## config.mk

```make
export PLATFORM = sky130hd
export DESIGN_NAME = cdb_regs
export DESIGN_NICKNAME = d
export VERILOG_FILES = /design/src/verilog/cdb_hdr_mem.v /design/src/verilog/cdb_regs.v
export VERILOG_INCLUDE_DIRS = /design/src /design/src/verilog
export SDC_FILE = /design/constraint.sdc
export NUM_CORES = 1
export LEC_CHECK = 0
export ABC_AREA = 1
export BUFFER_PORTS_ARGS = -buffer_cell sky130_fd_sc_hd__buf_4
export CORE_ASPECT_RATIO = 1.1
export CORE_MARGIN = 2
export CORE_UTILIZATION = 54
export CTS_BUF_LIST = sky130_fd_sc_hd__clkbuf_4
export DETAILED_ROUTE_END_ITERATION = 12
export MAX_ROUTING_LAYER = met4
export PLACE_DENSITY = 0.79
export SETUP_SLACK_MARGIN = 0.4
export SLEW_MARGIN = 10
export SYNTH_ARGS = -nofsm -noshare
export SYNTH_HDL_FRONTEND = slang
export SYNTH_HIERARCHICAL = 1
export SYNTH_SLANG_ARGS = --single-unit
```

## constraint.sdc

```tcl
create_clock -name core_clk -period 1.9 [get_ports core_clk]
set_input_delay 0.38 -clock core_clk [delete_from_list [all_inputs] [get_ports core_clk]]
set_output_delay 0.38 -clock core_clk [all_outputs]
set_load 0.01 [all_outputs]
```

## src/verilog/cdb_defs.vh

```
`ifndef CDB_DEFS_VH
`define CDB_DEFS_VH

// register byte addresses on the APB bus
`define CDB_OFS_CNT_LOW    8'h00
`define CDB_OFS_CNT_HIGH   8'h04
`define CDB_OFS_ADDR_LOW   8'h08
`define CDB_OFS_ADDR_MID   8'h0C
`define CDB_OFS_ADDR_TOP   8'h10
`define CDB_OFS_HEAD_LOW   8'h14
`define CDB_OFS_HEAD_MID   8'h18
`define CDB_OFS_HEAD_TOP   8'h1C
`define CDB_OFS_WR_LOW     8'h20
`define CDB_OFS_WR_MID     8'h24
`define CDB_OFS_WR_TOP     8'h28
`define CDB_OFS_TRIGGER    8'h2C
`define CDB_OFS_END_ACK    8'h30
`define CDB_OFS_HDR0       8'h34
`define CDB_OFS_HDR1       8'h38
`define CDB_OFS_HDR2       8'h3C
`define CDB_OFS_HDR3       8'h40
`define CDB_OFS_CTRL       8'h44
`define CDB_OFS_STATUS     8'h48

// decoder control fields
`define CDB_CTRL_DECODE_ENABLE_BIT  7
`define CDB_CTRL_LOOK_BIT   6
`define CDB_CTRL_FIX_BIT    5
`define CDB_CTRL_AUTO_BIT   4
`define CDB_CTRL_ERAS_BIT   3
`define CDB_CTRL_BUFFER_WRITE_REQUEST_BIT   2
`define CDB_CTRL_ECC_BIT    1
`define CDB_CTRL_TEST_BIT   0
`define CDB_CTRL_RESET      8'h00

// transfer address top byte: memory select
`define CDB_ADDR_SEL_BIT    7
// count high byte bit that mirrors the end flag in legacy modes
`define CDB_CNT_FLAG_BIT    7

// block geometry in bytes
`define CDB_BLOCK_LEN       21'h000930
`define CDB_HDR_BYTES       12

// decoder modes
`define CDB_MODE_DISABLED   3'h0
`define CDB_MODE_MONITOR    3'h1
`define CDB_MODE_REPEAT     3'h2
`define CDB_MODE_WRITE      3'h3
`define CDB_MODE_REALTIME   3'h4
`define CDB_MODE_WRITE_LA   3'h5
`define CDB_MODE_REAL_LA    3'h6
`define CDB_MODE_INVALID    3'h7

`endif

```

## src/verilog/cdb_hdr_mem.v

```verilog
`timescale 1ns/1ps
`default_nettype none

// header byte store: registered read, one write port
module cdb_hdr_mem #(
  parameter DEPTH = 12,
  parameter AW    = 4
) (
  // clock
  input  wire          core_clk,
  // write port
  input  wire          wr_en,
  input  wire [AW-1:0] wr_idx,
  input  wire [7:0]    wr_data,
  // read port
  input  wire [AW-1:0] rd_idx,
  output reg  [7:0]    rd_data
);

  reg [7:0] mem_reg [0:DEPTH-1];

  always @(posedge core_clk)
  begin
    if (wr_en)
    begin
      mem_reg[wr_idx] <= wr_data;
    end
    rd_data <= mem_reg[rd_idx];
  end

endmodule // cdb_hdr_mem

`default_nettype wire

```

## src/verilog/cdb_regs.v

```verilog
// Overview of operation
// count 16 bits, legacy 15 plus flag
// count decrements per host read or write
// 21-bit write-only transfer address
// transfer address increments per moved byte
// top address bit 7 selects internal memory
// software reloads address before each transfer
// 21-bit block head pointer, 2352-byte blocks
// head pointer updates at sync when writing
// drive write pointer increments per byte
// top write during writes parks until sector
// trigger write starts transfer, data ignored
// acknowledge write clears end flag
// header select picks header or sub-header
// header bytes uncorrected, tied to head pointer
// reset clears decoder control register
// decode enable gates header capture, correction request and decoder mode; drive writes and internal_ram_enable follow the write request bit alone
// lookahead makes pointers describe next block
// bit 5 corrects upstream mis-corrections
// bit 3 enables erasure flag use
// write request starts writes next block
// correction request enables block correction
// decoder mode follows four control bits
// end flag set at transfer end
// busy set by trigger, cleared at end
// transfer ends when count reaches zero
//
// Local design decisions: the placing of the registers and register access over APB.
`timescale 1ns/1ps
`default_nettype none
`include "cdb_defs.vh"

module cdb_regs (
  // clock and reset
  input  wire        core_clk,
  input  wire        rst,
  // apb slave
  input  wire        psel,
  input  wire        penable,
  input  wire        pwrite,
  input  wire [7:0]  paddr,
  input  wire [31:0] pwdata,
  output reg  [31:0] prdata,
  output reg         pready,
  output reg         pslverr,
  // host interface mode and transfer events
  input  wire        legacy_mode,
  input  wire        xfer_to_host,
  input  wire        host_read_pulse,
  input  wire        xfer_byte_pulse,
  // drive side events
  input  wire        drive_byte_pulse,
  input  wire        drive_sync_pulse,
  // header capture and status from the decoder
  input  wire        hdr_wr_en,
  input  wire [3:0]  hdr_wr_idx,
  input  wire [7:0]  hdr_wr_data,
  input  wire        subheader_select,
  input  wire [7:0]  header_error_flags,
  // transfer engine
  output reg         xfer_busy_flag,
  output reg         xfer_end_flag,
  output reg  [20:0] xfer_addr,
  output reg         xfer_internal_mem,
  // drive write path
  output reg  [20:0] drive_wr_addr,
  output reg         drive_wr_active,
  output reg         internal_ram_enable,
  // decoder control
  output reg         decode_enable,
  output reg         lookahead,
  output reg         fix_upstream_miscorrections,
  output reg         auto_form_extract,
  output reg         erasure_flag_use,
  output reg         correction_request,
  output reg         factory_test_bit,
  output reg  [2:0]  decoder_mode
);

  reg  [15:0] cnt_reg;
  reg  [15:0] cnt_next;
  reg  [20:0] addr_next;
  reg         busy_next;
  reg         end_next;
  reg  [20:0] head_reg;
  reg  [20:0] head_next;
  reg  [20:0] wr_next;
  reg         park_reg;
  reg         park_next;
  reg         active_next;
  reg  [7:0]  ctrl_reg;
  reg  [31:0] rdata_next;
  reg         err_next;
  wire        acc;
  wire        wr;
  wire        rd;
  wire [3:0]  mem_idx;
  wire [7:0]  mem_rdata;
  wire        buffer_write_request;

  // a write is taken only at the edge where pready is high; a read is taken at the edge before, while pready is low
  assign acc  = psel & penable & pready;
  assign wr   = acc & pwrite;
  assign rd   = psel & penable & ~pready & ~pwrite;
  assign buffer_write_request = ctrl_reg[`CDB_CTRL_BUFFER_WRITE_REQUEST_BIT];

  // header index: sub-header copy from bytes 16..19 when the 20..23 byte is flagged
  function [3:0] hdr_index;
    input [1:0] slot;
    input       sub;
    input [7:0] errs;
    begin
      if (!sub)
      begin
        hdr_index = {2'h0, slot};
      end
      else if (errs[3 - slot])
      begin
        hdr_index = 4'h4 + {2'h0, slot};
      end
      else
      begin
        hdr_index = 4'h8 + {2'h0, slot};
      end
    end
  endfunction

  // mode table; lookahead without write request has no defined mode
  function [2:0] mode_of;
    input [7:0] c;
    begin
      if (!c[`CDB_CTRL_DECODE_ENABLE_BIT])
      begin
        mode_of = `CDB_MODE_DISABLED;
      end
      else
      begin
        case ({c[`CDB_CTRL_LOOK_BIT], c[`CDB_CTRL_BUFFER_WRITE_REQUEST_BIT], c[`CDB_CTRL_ECC_BIT]})
          3'h0:    mode_of = `CDB_MODE_MONITOR;
          3'h1:    mode_of = `CDB_MODE_REPEAT;
          3'h2:    mode_of = `CDB_MODE_WRITE;
          3'h3:    mode_of = `CDB_MODE_REALTIME;
          3'h6:    mode_of = `CDB_MODE_WRITE_LA;
          3'h7:    mode_of = `CDB_MODE_REAL_LA;
          default: mode_of = `CDB_MODE_INVALID;
        endcase
      end
    end
  endfunction

  // slot comes from the address during setup so the registered read lands in time
  assign mem_idx = hdr_index(paddr[3:2] - 2'h1, subheader_select, header_error_flags);

  cdb_hdr_mem #(
    .DEPTH (`CDB_HDR_BYTES),
    .AW    (4)
  ) u_hdr_mem (
    .core_clk (core_clk),
    .wr_en    (hdr_wr_en & decode_enable),
    .wr_idx   (hdr_wr_idx),
    .wr_data  (hdr_wr_data),
    .rd_idx   (mem_idx),
    .rd_data  (mem_rdata)
  );

  // transfer counter, address and flags
  always @*
  begin
    cnt_next  = cnt_reg;
    addr_next = xfer_addr;
    busy_next = xfer_busy_flag;
    end_next  = xfer_end_flag;
    if (xfer_busy_flag)
    begin
      if ((xfer_to_host & host_read_pulse) | (~xfer_to_host & xfer_byte_pulse))
      begin
        cnt_next = cnt_reg - 16'h0001;
        if (cnt_reg == 16'h0001)
        begin
          busy_next = 1'b0;
          end_next  = 1'b1;
        end
      end
      if (xfer_byte_pulse)
      begin
        addr_next = xfer_addr + 21'h000001;
      end
    end
    if (wr)
    begin
      if (paddr == `CDB_OFS_CNT_LOW)
      begin
        cnt_next[7:0] = pwdata[7:0];
      end
      else if (paddr == `CDB_OFS_CNT_HIGH)
      begin
        cnt_next[15:8] = pwdata[7:0] & {~legacy_mode, 7'h7F};
      end
      else if (paddr == `CDB_OFS_ADDR_LOW)
      begin
        addr_next[7:0] = pwdata[7:0];
      end
      else if (paddr == `CDB_OFS_ADDR_MID)
      begin
        addr_next[15:8] = pwdata[7:0];
      end
      else if (paddr == `CDB_OFS_ADDR_TOP)
      begin
        addr_next[20:16] = pwdata[4:0];
      end
      else if (paddr == `CDB_OFS_TRIGGER)
      begin
        busy_next = (cnt_reg != 16'h0000);
      end
    end
    // a start with nothing to move ends at once
    if (wr && paddr == `CDB_OFS_TRIGGER && cnt_reg == 16'h0000)
    begin
      end_next = 1'b1;
    end
    else if (wr && paddr == `CDB_OFS_END_ACK && !(end_next && !xfer_end_flag))
    begin
      end_next = 1'b0;
    end
  end

  // drive pointer and block head
  always @*
  begin
    wr_next     = drive_wr_addr;
    head_next   = head_reg;
    park_next   = park_reg;
    active_next = drive_wr_active;
    if (drive_wr_active && drive_byte_pulse)
    begin
      wr_next = drive_wr_addr + 21'h000001;
    end
    if (drive_sync_pulse)
    begin
      active_next = buffer_write_request;
      if (park_reg)
      begin
        wr_next   = head_reg;
        park_next = 1'b0;
      end
      else if (drive_wr_active)
      begin
        // sync marks the tail of the block just written
        head_next = lookahead ? drive_wr_addr : drive_wr_addr - `CDB_BLOCK_LEN;
      end
    end
    if (!buffer_write_request)
    begin
      active_next = 1'b0;
    end
    if (wr)
    begin
      if (drive_wr_active || park_reg)
      begin
        // while writing, bytes are staged in the head register
        if (paddr == `CDB_OFS_WR_LOW)
        begin
          head_next[7:0] = pwdata[7:0];
        end
        else if (paddr == `CDB_OFS_WR_MID)
        begin
          head_next[15:8] = pwdata[7:0];
        end
        else if (paddr == `CDB_OFS_WR_TOP)
        begin
          head_next[20:16] = pwdata[4:0];
          park_next        = 1'b1;
        end
      end
      else if (paddr == `CDB_OFS_WR_LOW)
      begin
        wr_next[7:0] = pwdata[7:0];
      end
      else if (paddr == `CDB_OFS_WR_MID)
      begin
        wr_next[15:8] = pwdata[7:0];
      end
      else if (paddr == `CDB_OFS_WR_TOP)
      begin
        wr_next[20:16] = pwdata[4:0];
      end
    end
  end

  // read mux, evaluated in the first access cycle
  always @*
  begin
    rdata_next = 32'h00000000;
    err_next   = 1'b0;
    if (paddr == `CDB_OFS_CNT_LOW)
    begin
      rdata_next[7:0] = cnt_reg[7:0];
    end
    else if (paddr == `CDB_OFS_CNT_HIGH)
    begin
      rdata_next[7:0] = legacy_mode ? {xfer_end_flag, cnt_reg[14:8]} : cnt_reg[15:8];
    end
    else if (paddr == `CDB_OFS_HEAD_LOW)
    begin
      rdata_next[7:0] = head_reg[7:0];
    end
    else if (paddr == `CDB_OFS_HEAD_MID)
    begin
      rdata_next[7:0] = head_reg[15:8];
    end
    else if (paddr == `CDB_OFS_HEAD_TOP)
    begin
      rdata_next[7:0] = {3'h0, head_reg[20:16]};
    end
    else if (paddr == `CDB_OFS_WR_LOW)
    begin
      rdata_next[7:0] = drive_wr_addr[7:0];
    end
    else if (paddr == `CDB_OFS_WR_MID)
    begin
      rdata_next[7:0] = drive_wr_addr[15:8];
    end
    else if (paddr == `CDB_OFS_WR_TOP)
    begin
      rdata_next[7:0] = {3'h0, drive_wr_addr[20:16]};
    end
    else if (paddr >= `CDB_OFS_HDR0 && paddr <= `CDB_OFS_HDR3 && paddr[1:0] == 2'h0)
    begin
      rdata_next[7:0] = mem_rdata;
    end
    else if (paddr == `CDB_OFS_CTRL)
    begin
      rdata_next[7:0] = ctrl_reg;
    end
    else if (paddr == `CDB_OFS_STATUS)
    begin
      rdata_next[3:0] = {park_reg, drive_wr_active, xfer_end_flag, xfer_busy_flag};
    end
    else if (paddr == `CDB_OFS_ADDR_LOW || paddr == `CDB_OFS_ADDR_MID || paddr == `CDB_OFS_ADDR_TOP ||
             paddr == `CDB_OFS_TRIGGER || paddr == `CDB_OFS_END_ACK)
    begin
      rdata_next = 32'h00000000; // write-only locations read as zero
    end
    else
    begin
      err_next = 1'b1;
    end
  end

  always @(posedge core_clk)
  begin
    if (rst)
    begin
      prdata              <= 32'h00000000;
      pready              <= 1'b0;
      pslverr             <= 1'b0;
      cnt_reg             <= 16'h0000;
      xfer_addr           <= 21'h000000;
      xfer_internal_mem   <= 1'b0;
      xfer_busy_flag      <= 1'b0;
      xfer_end_flag       <= 1'b0;
      head_reg            <= 21'h000000;
      drive_wr_addr       <= 21'h000000;
      park_reg            <= 1'b0;
      drive_wr_active     <= 1'b0;
      ctrl_reg            <= `CDB_CTRL_RESET;
      internal_ram_enable <= 1'b0;
      decode_enable       <= 1'b0;
      lookahead           <= 1'b0;
      fix_upstream_miscorrections <= 1'b0;
      auto_form_extract   <= 1'b0;
      erasure_flag_use    <= 1'b0;
      correction_request  <= 1'b0;
      factory_test_bit    <= 1'b0;
      decoder_mode        <= `CDB_MODE_DISABLED;
    end
    else
    begin
      // one wait state: pready rises in the second access cycle
      pready  <= psel & penable & ~pready;
      pslverr <= psel & penable & ~pready & err_next;
      if (rd)
      begin
        prdata <= rdata_next;
      end
      cnt_reg        <= cnt_next;
      xfer_addr      <= addr_next;
      xfer_busy_flag <= busy_next;
      xfer_end_flag  <= end_next;
      if (wr && paddr == `CDB_OFS_ADDR_TOP)
      begin
        xfer_internal_mem <= pwdata[`CDB_ADDR_SEL_BIT];
      end
      head_reg        <= head_next;
      drive_wr_addr   <= wr_next;
      park_reg        <= park_next;
      drive_wr_active <= active_next;
      if (wr && paddr == `CDB_OFS_CTRL)
      begin
        ctrl_reg <= pwdata[7:0];
      end
      // control outputs lag the register by one cycle
      decode_enable               <= ctrl_reg[`CDB_CTRL_DECODE_ENABLE_BIT];
      lookahead                   <= ctrl_reg[`CDB_CTRL_LOOK_BIT];
      fix_upstream_miscorrections <= ctrl_reg[`CDB_CTRL_FIX_BIT];
      auto_form_extract           <= ctrl_reg[`CDB_CTRL_AUTO_BIT];
      erasure_flag_use            <= ctrl_reg[`CDB_CTRL_ERAS_BIT];
      correction_request          <= ctrl_reg[`CDB_CTRL_ECC_BIT] & ctrl_reg[`CDB_CTRL_DECODE_ENABLE_BIT];
      factory_test_bit            <= ctrl_reg[`CDB_CTRL_TEST_BIT];
      internal_ram_enable         <= buffer_write_request;
      decoder_mode                <= mode_of(ctrl_reg);
    end
  end

endmodule // cdb_regs

`default_nettype wire

```

# Word level (Yosys, flattened, before mapping)
# Memories as Yosys holds them, arrays and structs flattened. A register that Yosys moved wholly into a read port is not among the register bits.
# Index checks and enable logic that the tools add are counted.
dict set report word_totals {
  output_inout_bits 91
  reg_bits 113
  ramBits 96
  memories 1
}
# name words width rd rd_ports_with_merged_regs wr line
set mem_list {}
lappend mem_list {u_hdr_mem.mem_reg 12 8 1 1 1 cdb_hdr_mem.v:20} ;# reg [7:0] mem_reg [0:DEPTH-1];
dict set report classes {
  bitwise 18
  n_eq_ne 20
  n_lt_le_gt_ge 3
  n_addsub 8
  mux 89
  reduce_logical 24
}
# operator n
set ops {}
lappend ops {{$mux W21} 16}
lappend ops {{$mux W8} 20}
lappend ops {{$mux W16} 3}
lappend ops {{$add A21 B1 Y21 const B} 2}
lappend ops {{$eq A8 B6 Y1 const B} 5}
lappend ops {{$mux W13} 3}
lappend ops {{$mux W1} 36}
lappend ops {{$eq A8 B5 Y1 const B} 4}
lappend ops {{$lt A32 B4 Y1 const B} 1}
lappend ops {{$mux W5} 6}
lappend ops {{$sub A21 B12 Y21 const B} 1}
lappend ops {{$pmux W3 S6} 1}
lappend ops {{$eq A16 B1 Y1 const B} 1}
lappend ops {{$eq A8 B4 Y1 const B} 2}
lappend ops {{$eq A8 B7 Y1 const B} 2}
lappend ops {{$logic_not A16 Y1} 1}
lappend ops {{$reduce_bool A16 Y1} 1}
lappend ops {{$sub A16 B1 Y16 const B} 1}
lappend ops {{$mux W4} 3}
lappend ops {{$and A1 B1 Y1} 10}
lappend ops {{$logic_and A1 B1 Y1} 10}
lappend ops {{$and A8 B8 Y8} 1}
lappend ops {{$eq A8 B3 Y1 const B} 1}
lappend ops {{$ge A8 B6 Y1 const B} 1}
lappend ops {{other kinds (17)} 30}

# Logic depth before layout (Yosys ltp)
dict set report depth {
  word_depth 18
  mapped_depth 15
}

# Cells and area by module
# The synthesis kept the hierarchy.
# mod area_per_inst_um2 seq_area_each_um2 cells_per_inst n_inst
set modules_own_cells {}
lappend modules_own_cells {cdb_regs 7552.2 2262.2 1145 1}
lappend modules_own_cells {cdb_hdr_mem 4295.4 3042.9 388 1}

# Least setup slack after synthesis
# No wires, ideal clock.
dict set report synth_path {
  kind {input to register}
  from {input port paddr[2]}
  to {register prdata[4]}
  t_arrival_ps 1710
  stages 13
  setup_time_ps 125
  slack_ps 65
  t_required_ps 1775
  path_buffers 1
  cell_sequence {inv_1 > ha_1 > nand2_4 > nor2_2 > a21oi_1 > buf_6 > o21ai_0 > o21ai_1 > nand2_1 > o21ai_1 > nand2_1 > nand2_1 > a21oi_2}
}
dict set report synth_via {
  elab_chain_cells 12
  word_cells_on_any_way 23
}
# element line
set synth_lines {}
lappend synth_lines {{start: declaration} cdb_regs.v:41} ;# input wire [7:0] paddr,
lappend synth_lines {{$ge A8 B6 Y1 (no source line) / $le A8 B7 Y1 (equally long branches)} -}
lappend synth_lines {{$logic_and A1 B1 Y1 (no source line)} -}
lappend synth_lines {{$logic_and A1 B1 Y1} cdb_regs.v:327} ;# else if (paddr >= `CDB_OFS_HDR0 && paddr <= `CDB_OFS_HDR3 && paddr[1:0] == 2'h0)
lappend synth_lines {{$mux W8} cdb_regs.v:327}
lappend synth_lines {{$mux W8} cdb_regs.v:323} ;# else if (paddr == `CDB_OFS_WR_TOP)
lappend synth_lines {{$mux W8} cdb_regs.v:319} ;# else if (paddr == `CDB_OFS_WR_MID)
lappend synth_lines {{$mux W8} cdb_regs.v:315} ;# else if (paddr == `CDB_OFS_WR_LOW)
lappend synth_lines {{$mux W8} cdb_regs.v:311} ;# else if (paddr == `CDB_OFS_HEAD_TOP)
lappend synth_lines {{$mux W8} cdb_regs.v:307} ;# else if (paddr == `CDB_OFS_HEAD_MID)
lappend synth_lines {{$mux W8} cdb_regs.v:303} ;# else if (paddr == `CDB_OFS_HEAD_LOW)
lappend synth_lines {{$mux W8} cdb_regs.v:299} ;# else if (paddr == `CDB_OFS_CNT_HIGH)
lappend synth_lines {{$mux W8 *} cdb_regs.v:295} ;# if (paddr == `CDB_OFS_CNT_LOW)
lappend synth_lines {{end signal: assignment} cdb_regs.v:384} ;# prdata <= rdata_next;
lappend synth_lines {{end: declaration} cdb_regs.v:43} ;# output reg [31:0] prdata,
# Every way passes the cells marked *; elsewhere a longest branch is shown, timed or not.
# A chain may end at the register's enable or synchronous reset.

# Worst setup path after layout
dict set report layout_path {
  from {register drive_wr_addr[9]}
  to {register head_reg[17]}
}
dict set report layout_via {
  elab_chain_cells 10
}
# element line
set layout_lines {}
lappend layout_lines {{start: declaration} cdb_regs.v:66} ;# output reg [20:0] drive_wr_addr,
lappend layout_lines {{start signal: assignment} cdb_regs.v:395} ;# drive_wr_addr <= wr_next;
lappend layout_lines {{$sub A21 B12 Y21 (no source line) *} -}
lappend layout_lines {{$mux W21 (no source line) *} -}
lappend layout_lines {{$mux W21 *} cdb_regs.v:246} ;# else if (drive_wr_active)
lappend layout_lines {{$mux W21 *} cdb_regs.v:241} ;# if (park_reg)
lappend layout_lines {{$mux W21 *} cdb_regs.v:238} ;# if (drive_sync_pulse)
lappend layout_lines {{$mux W5} cdb_regs.v:269} ;# else if (paddr == `CDB_OFS_WR_TOP)
lappend layout_lines {{$mux W5} cdb_regs.v:265} ;# else if (paddr == `CDB_OFS_WR_MID)
lappend layout_lines {{$mux W13} cdb_regs.v:261} ;# if (paddr == `CDB_OFS_WR_LOW)
lappend layout_lines {{$mux W21} cdb_regs.v:258} ;# if (drive_wr_active || park_reg)
lappend layout_lines {{$mux W21 *} cdb_regs.v:256} ;# if (wr)
lappend layout_lines {{end signal: assignment} cdb_regs.v:394} ;# head_reg <= head_next;
lappend layout_lines {{end: declaration} cdb_regs.v:85} ;# reg [20:0] head_reg;
# Marked as above.

==> results.ini <==
[yosys]
synth_xor_area_share_pct = 3.18
synth_top_flop_cell = dfxtp_1
synth_compound_area_share_pct = 14.6
ys_warn_count = 6
synthCells = 1533
synthMuxAreaShare_pct = 0
async_flop_share_pct = 0
yosysSeqAreaShare_pct = 44.8
synth_edf_count = 96
yosysTopAreaCell = edfxtp_1
synth_top_area_share_pct = 24.3
yosys.area_share.simple_pct = 25.1
synth_common_cells = 318 x nand2_1, 205 x inv_1, 123 x nand3_1, 123 x nor2_1, 123 x o21ai_0
synth-seq-cells = 217
synthAdderAreaFrac_pct = 0.950
syn-cell-area_um2 = 11800
yosys-top-cells-area = edfxtp_1 24%, dfxtp_1 20%, nand2_1 10%, inv_1 6.5%, nand3_1 5.2%
syn_avg_cell_area_um2 = 7.73
yosysUniqueCellTypes = 58
synth_top_family_by_area = simple AND/OR/NAND/NOR gates
yosysMostFrequentCell = nand2_1

[route]
drcViolationCount = 0
wl_per_cell_um = 19.9
vias_per_cell = 5.76
drt_pass1_iterations = 5
totalWireLength_mm = 44.6
postRouteAntennaNets = 0
num_vias = 12934
drtIter0Drc = 1072

[power]
p_seq_share_pct = 49.3
comb_power_share_pct = 8.4
p_clk_share_pct = 42.2
p_int_mw = 7.25
ir_drop_mv = 0.532
leakage_nw = 7.52
power.total_mw = 9.90
switching_share_pct = 26.7
power.density_nw_per_um2 = 578
p_switching_mw = 2.64

[cells_and_area]
syn2layout_area_growth_pct = 44.4
layout.nets = 1991
largest_register_ffs = 96
drive_above_1_share_pct = 39.8
fillers = 1278
post-route-util_pct = 79.8

[place]
portBuffers = 111
gp_congestion = 0.989
hpwlAfterDp_mm = 25.9

[die]
placementRows = 56
die_h_um = 159
core_area_um2 = 21400
die_w_um = 145
dieArea_um2 = 23100
io_pins = 164
start_util_pct = 55.3

[critical_path]
crit_slowest_cell = dfxtp_2
rr_startpoint = drive_wr_addr[9]
reg2reg_to = head_reg[17]
path_max_fanout = 6
worstPathCellList = inv_2 -> nand2_1 -> a21oi_4 -> nand4_1 -> o21ai_1 -> nand3_2 -> nand2_1 -> a21oi_1
critPathTopFamily = simple AND/OR/NAND/NOR gates
r2r_cells = 8
critPathBufInv = 1
critical-path-max-stage-delay_ns = 0.35
worstPathRequired_ns = 2.46
path_class = reg -> reg
worst_ep_arrival_time_ns = 2.45
crit_path_end_kind = register
reg2reg_slack_ns = 0.009
path_common_cell = nand2_1
critPathLaunchType = register

[status]
status = finished, final reports clean

[clock_network]
tritoncts_num_sinks = 217
clk_pin_slew_worst_paths_ns = 0.07
numCtsBuffers = 55
cts-root-buf = clkbuf_4
cts_max_path_buffers = 3
cts_tree = yes
clkLatencyLatePin_ns = 0.76
htreeDepth = 2

[grt]
grt_use_total_pct = 34.5
grt_pass1_wl_mm = 61.7
grt_pass1_vias = 11913
grt_start_max_net_pins = 42
antenna_found_initial = 1
gr-total-overflow = 0

[job]
drv_cap = 0

[min_path]
holdCritPathClass = in -> reg
whs_endpoint = drive_wr_addr[15]
min-delay-start = pwdata[7]
hold_path_depth = 3

[timing]
rsz0062_at_grt = true
max_slew_margin_pct = 59.3
finalMaxSlewViolations = 0
hold_viol = 0
fmax_ghz = 0.529
fin_crit_sh_pct = 99.5
setup_viol = 0
tightest_slew_ns = 0.610
min_period_ns = 1.89
clock_skew_ns = 0.0637

[logic make-up (layout without fill, tap and decap cells)]
kind of cell | after synthesis | count (layout)
and+or+nand+nor | 649 | 651
DFF | 217 | 217
buffers and inverters | 303 | 700
adders and majority gates | 9 | 9
other | 1 | 25
xor gates and xnor gates | 43 | 43
AOI/OAI and AO/OA | 311 | 311
[what timing repair did]
action | in CTS | in global routing
pin swaps | 57 | 94
hold endpoints to repair | 99 | 0
buffers inserted | 88 | 43
resized for setup | 297 | 200
hold buffers | 11 | 0
gates cloned | 2 | 2
endpoints found under the setup margin | 139 | 164
[metrics by stage]
| step | setup TNS [ns] | worst slack (ns) | area (um^2) | std cells | hold slack, ns |
|---|---|---|---|---|---|
| 2_1_floorplan | 0 | 0.239 | 12100 | 1556 | 0.425 |
| 4_1_cts | 0 | 0.185 | 16100 | 2200 | 0.00943 |
| 3_3_place_gp | -2.12 | -0.113 | 13700 | 1996 | 0.465 |
| 5_1_grt | -0.0844 | -0.0351 | 17100 | 2246 | 0.0184 |
| 3_5_place_dp | -3.25 | -0.143 | 13700 | 1996 | 0.471 |
| 6_report | 0 | 0.00858 | 17100 | 2246 | 0.0310 |
[power by group through the flow]
stage / clock (mW) / combinational, mW / sequential (mW)
3_5_place_dp: 0 / 0.731 / 5.02
5_1_grt: 4.45 / 0.885 / 4.88
2_1_floorplan: 0 / 0.441 / 5.02
4_1_cts: 4.17 / 0.766 / 4.89
6_report: 4.18 / 0.833 / 4.88
3_3_place_gp: 0 / 0.715 / 5.02
[cell type report]
type | count | area [um^2] | area share [%]
antenna | 1 | 2.50 | 0.0146
clock buffer | 74 | 556 | 3.25
tap | 290 | 363 | 2.12
clock inverter | 29 | 173 | 1.01
multi-input combinational | 1038 | 6280 | 36.7
sequential | 217 | 5480 | 32.0
timing repair buffer | 370 | 3370 | 19.7
inverter | 227 | 892 | 5.21
[worst register-to-register path: cells and delay by family, from the launching register on]
kind            cells  cell delay [ns]
simple gates        4             0.63
compound gates      3             0.58
flops               1             0.35
buf+inv             1             0.15
[layer usage]
metal	vias to the layer above	share of wire [%]	GRT usage (%)
li1	5794	-	-
met1	5966	34	37.7
met2	871	49	57.9
met3	303	9.6	7.05
met4	0	7.3	20.9
met5	-	0	-
[how the worst max path moves through the flow]
stage	slack [ns]	cells past startpoint	end	startpoint
final	0.009	8	head_reg[17]	drive_wr_addr[9]
after global routing	-0.04	8	head_reg[19]	drive_wr_addr[9]
after CTS	0.18	2	drive_wr_addr[4]	drive_wr_addr[4]
after detailed placement	-0.14	12	u_hdr_mem/rd_data[0]	paddr[2]
after global placement	-0.11	12	u_hdr_mem/rd_data[0]	paddr[2]
after floorplan	0.24	13	prdata[4]	paddr[3]
[cell usage in the layout (no fill, tap or decap), drive strengths merged, types with 6 or more instances in the layout]
cell / instances
conb: 24
nand2: 328
o211ai: 12
nand4: 19
inv: 226
buf: 359
xnor2: 8
nand3: 127
edfxtp: 96
a31oi: 8
clkbuf: 74
o21ai: 146
clkinv: 27
a21oi: 117
dfxtp: 121
ha: 9
nor3: 19
nor2: 147
nor4: 6
dlygate4sd3: 11
a221oi: 9
xor2: 35
Note: power is estimated with default switching activity, not from simulation.
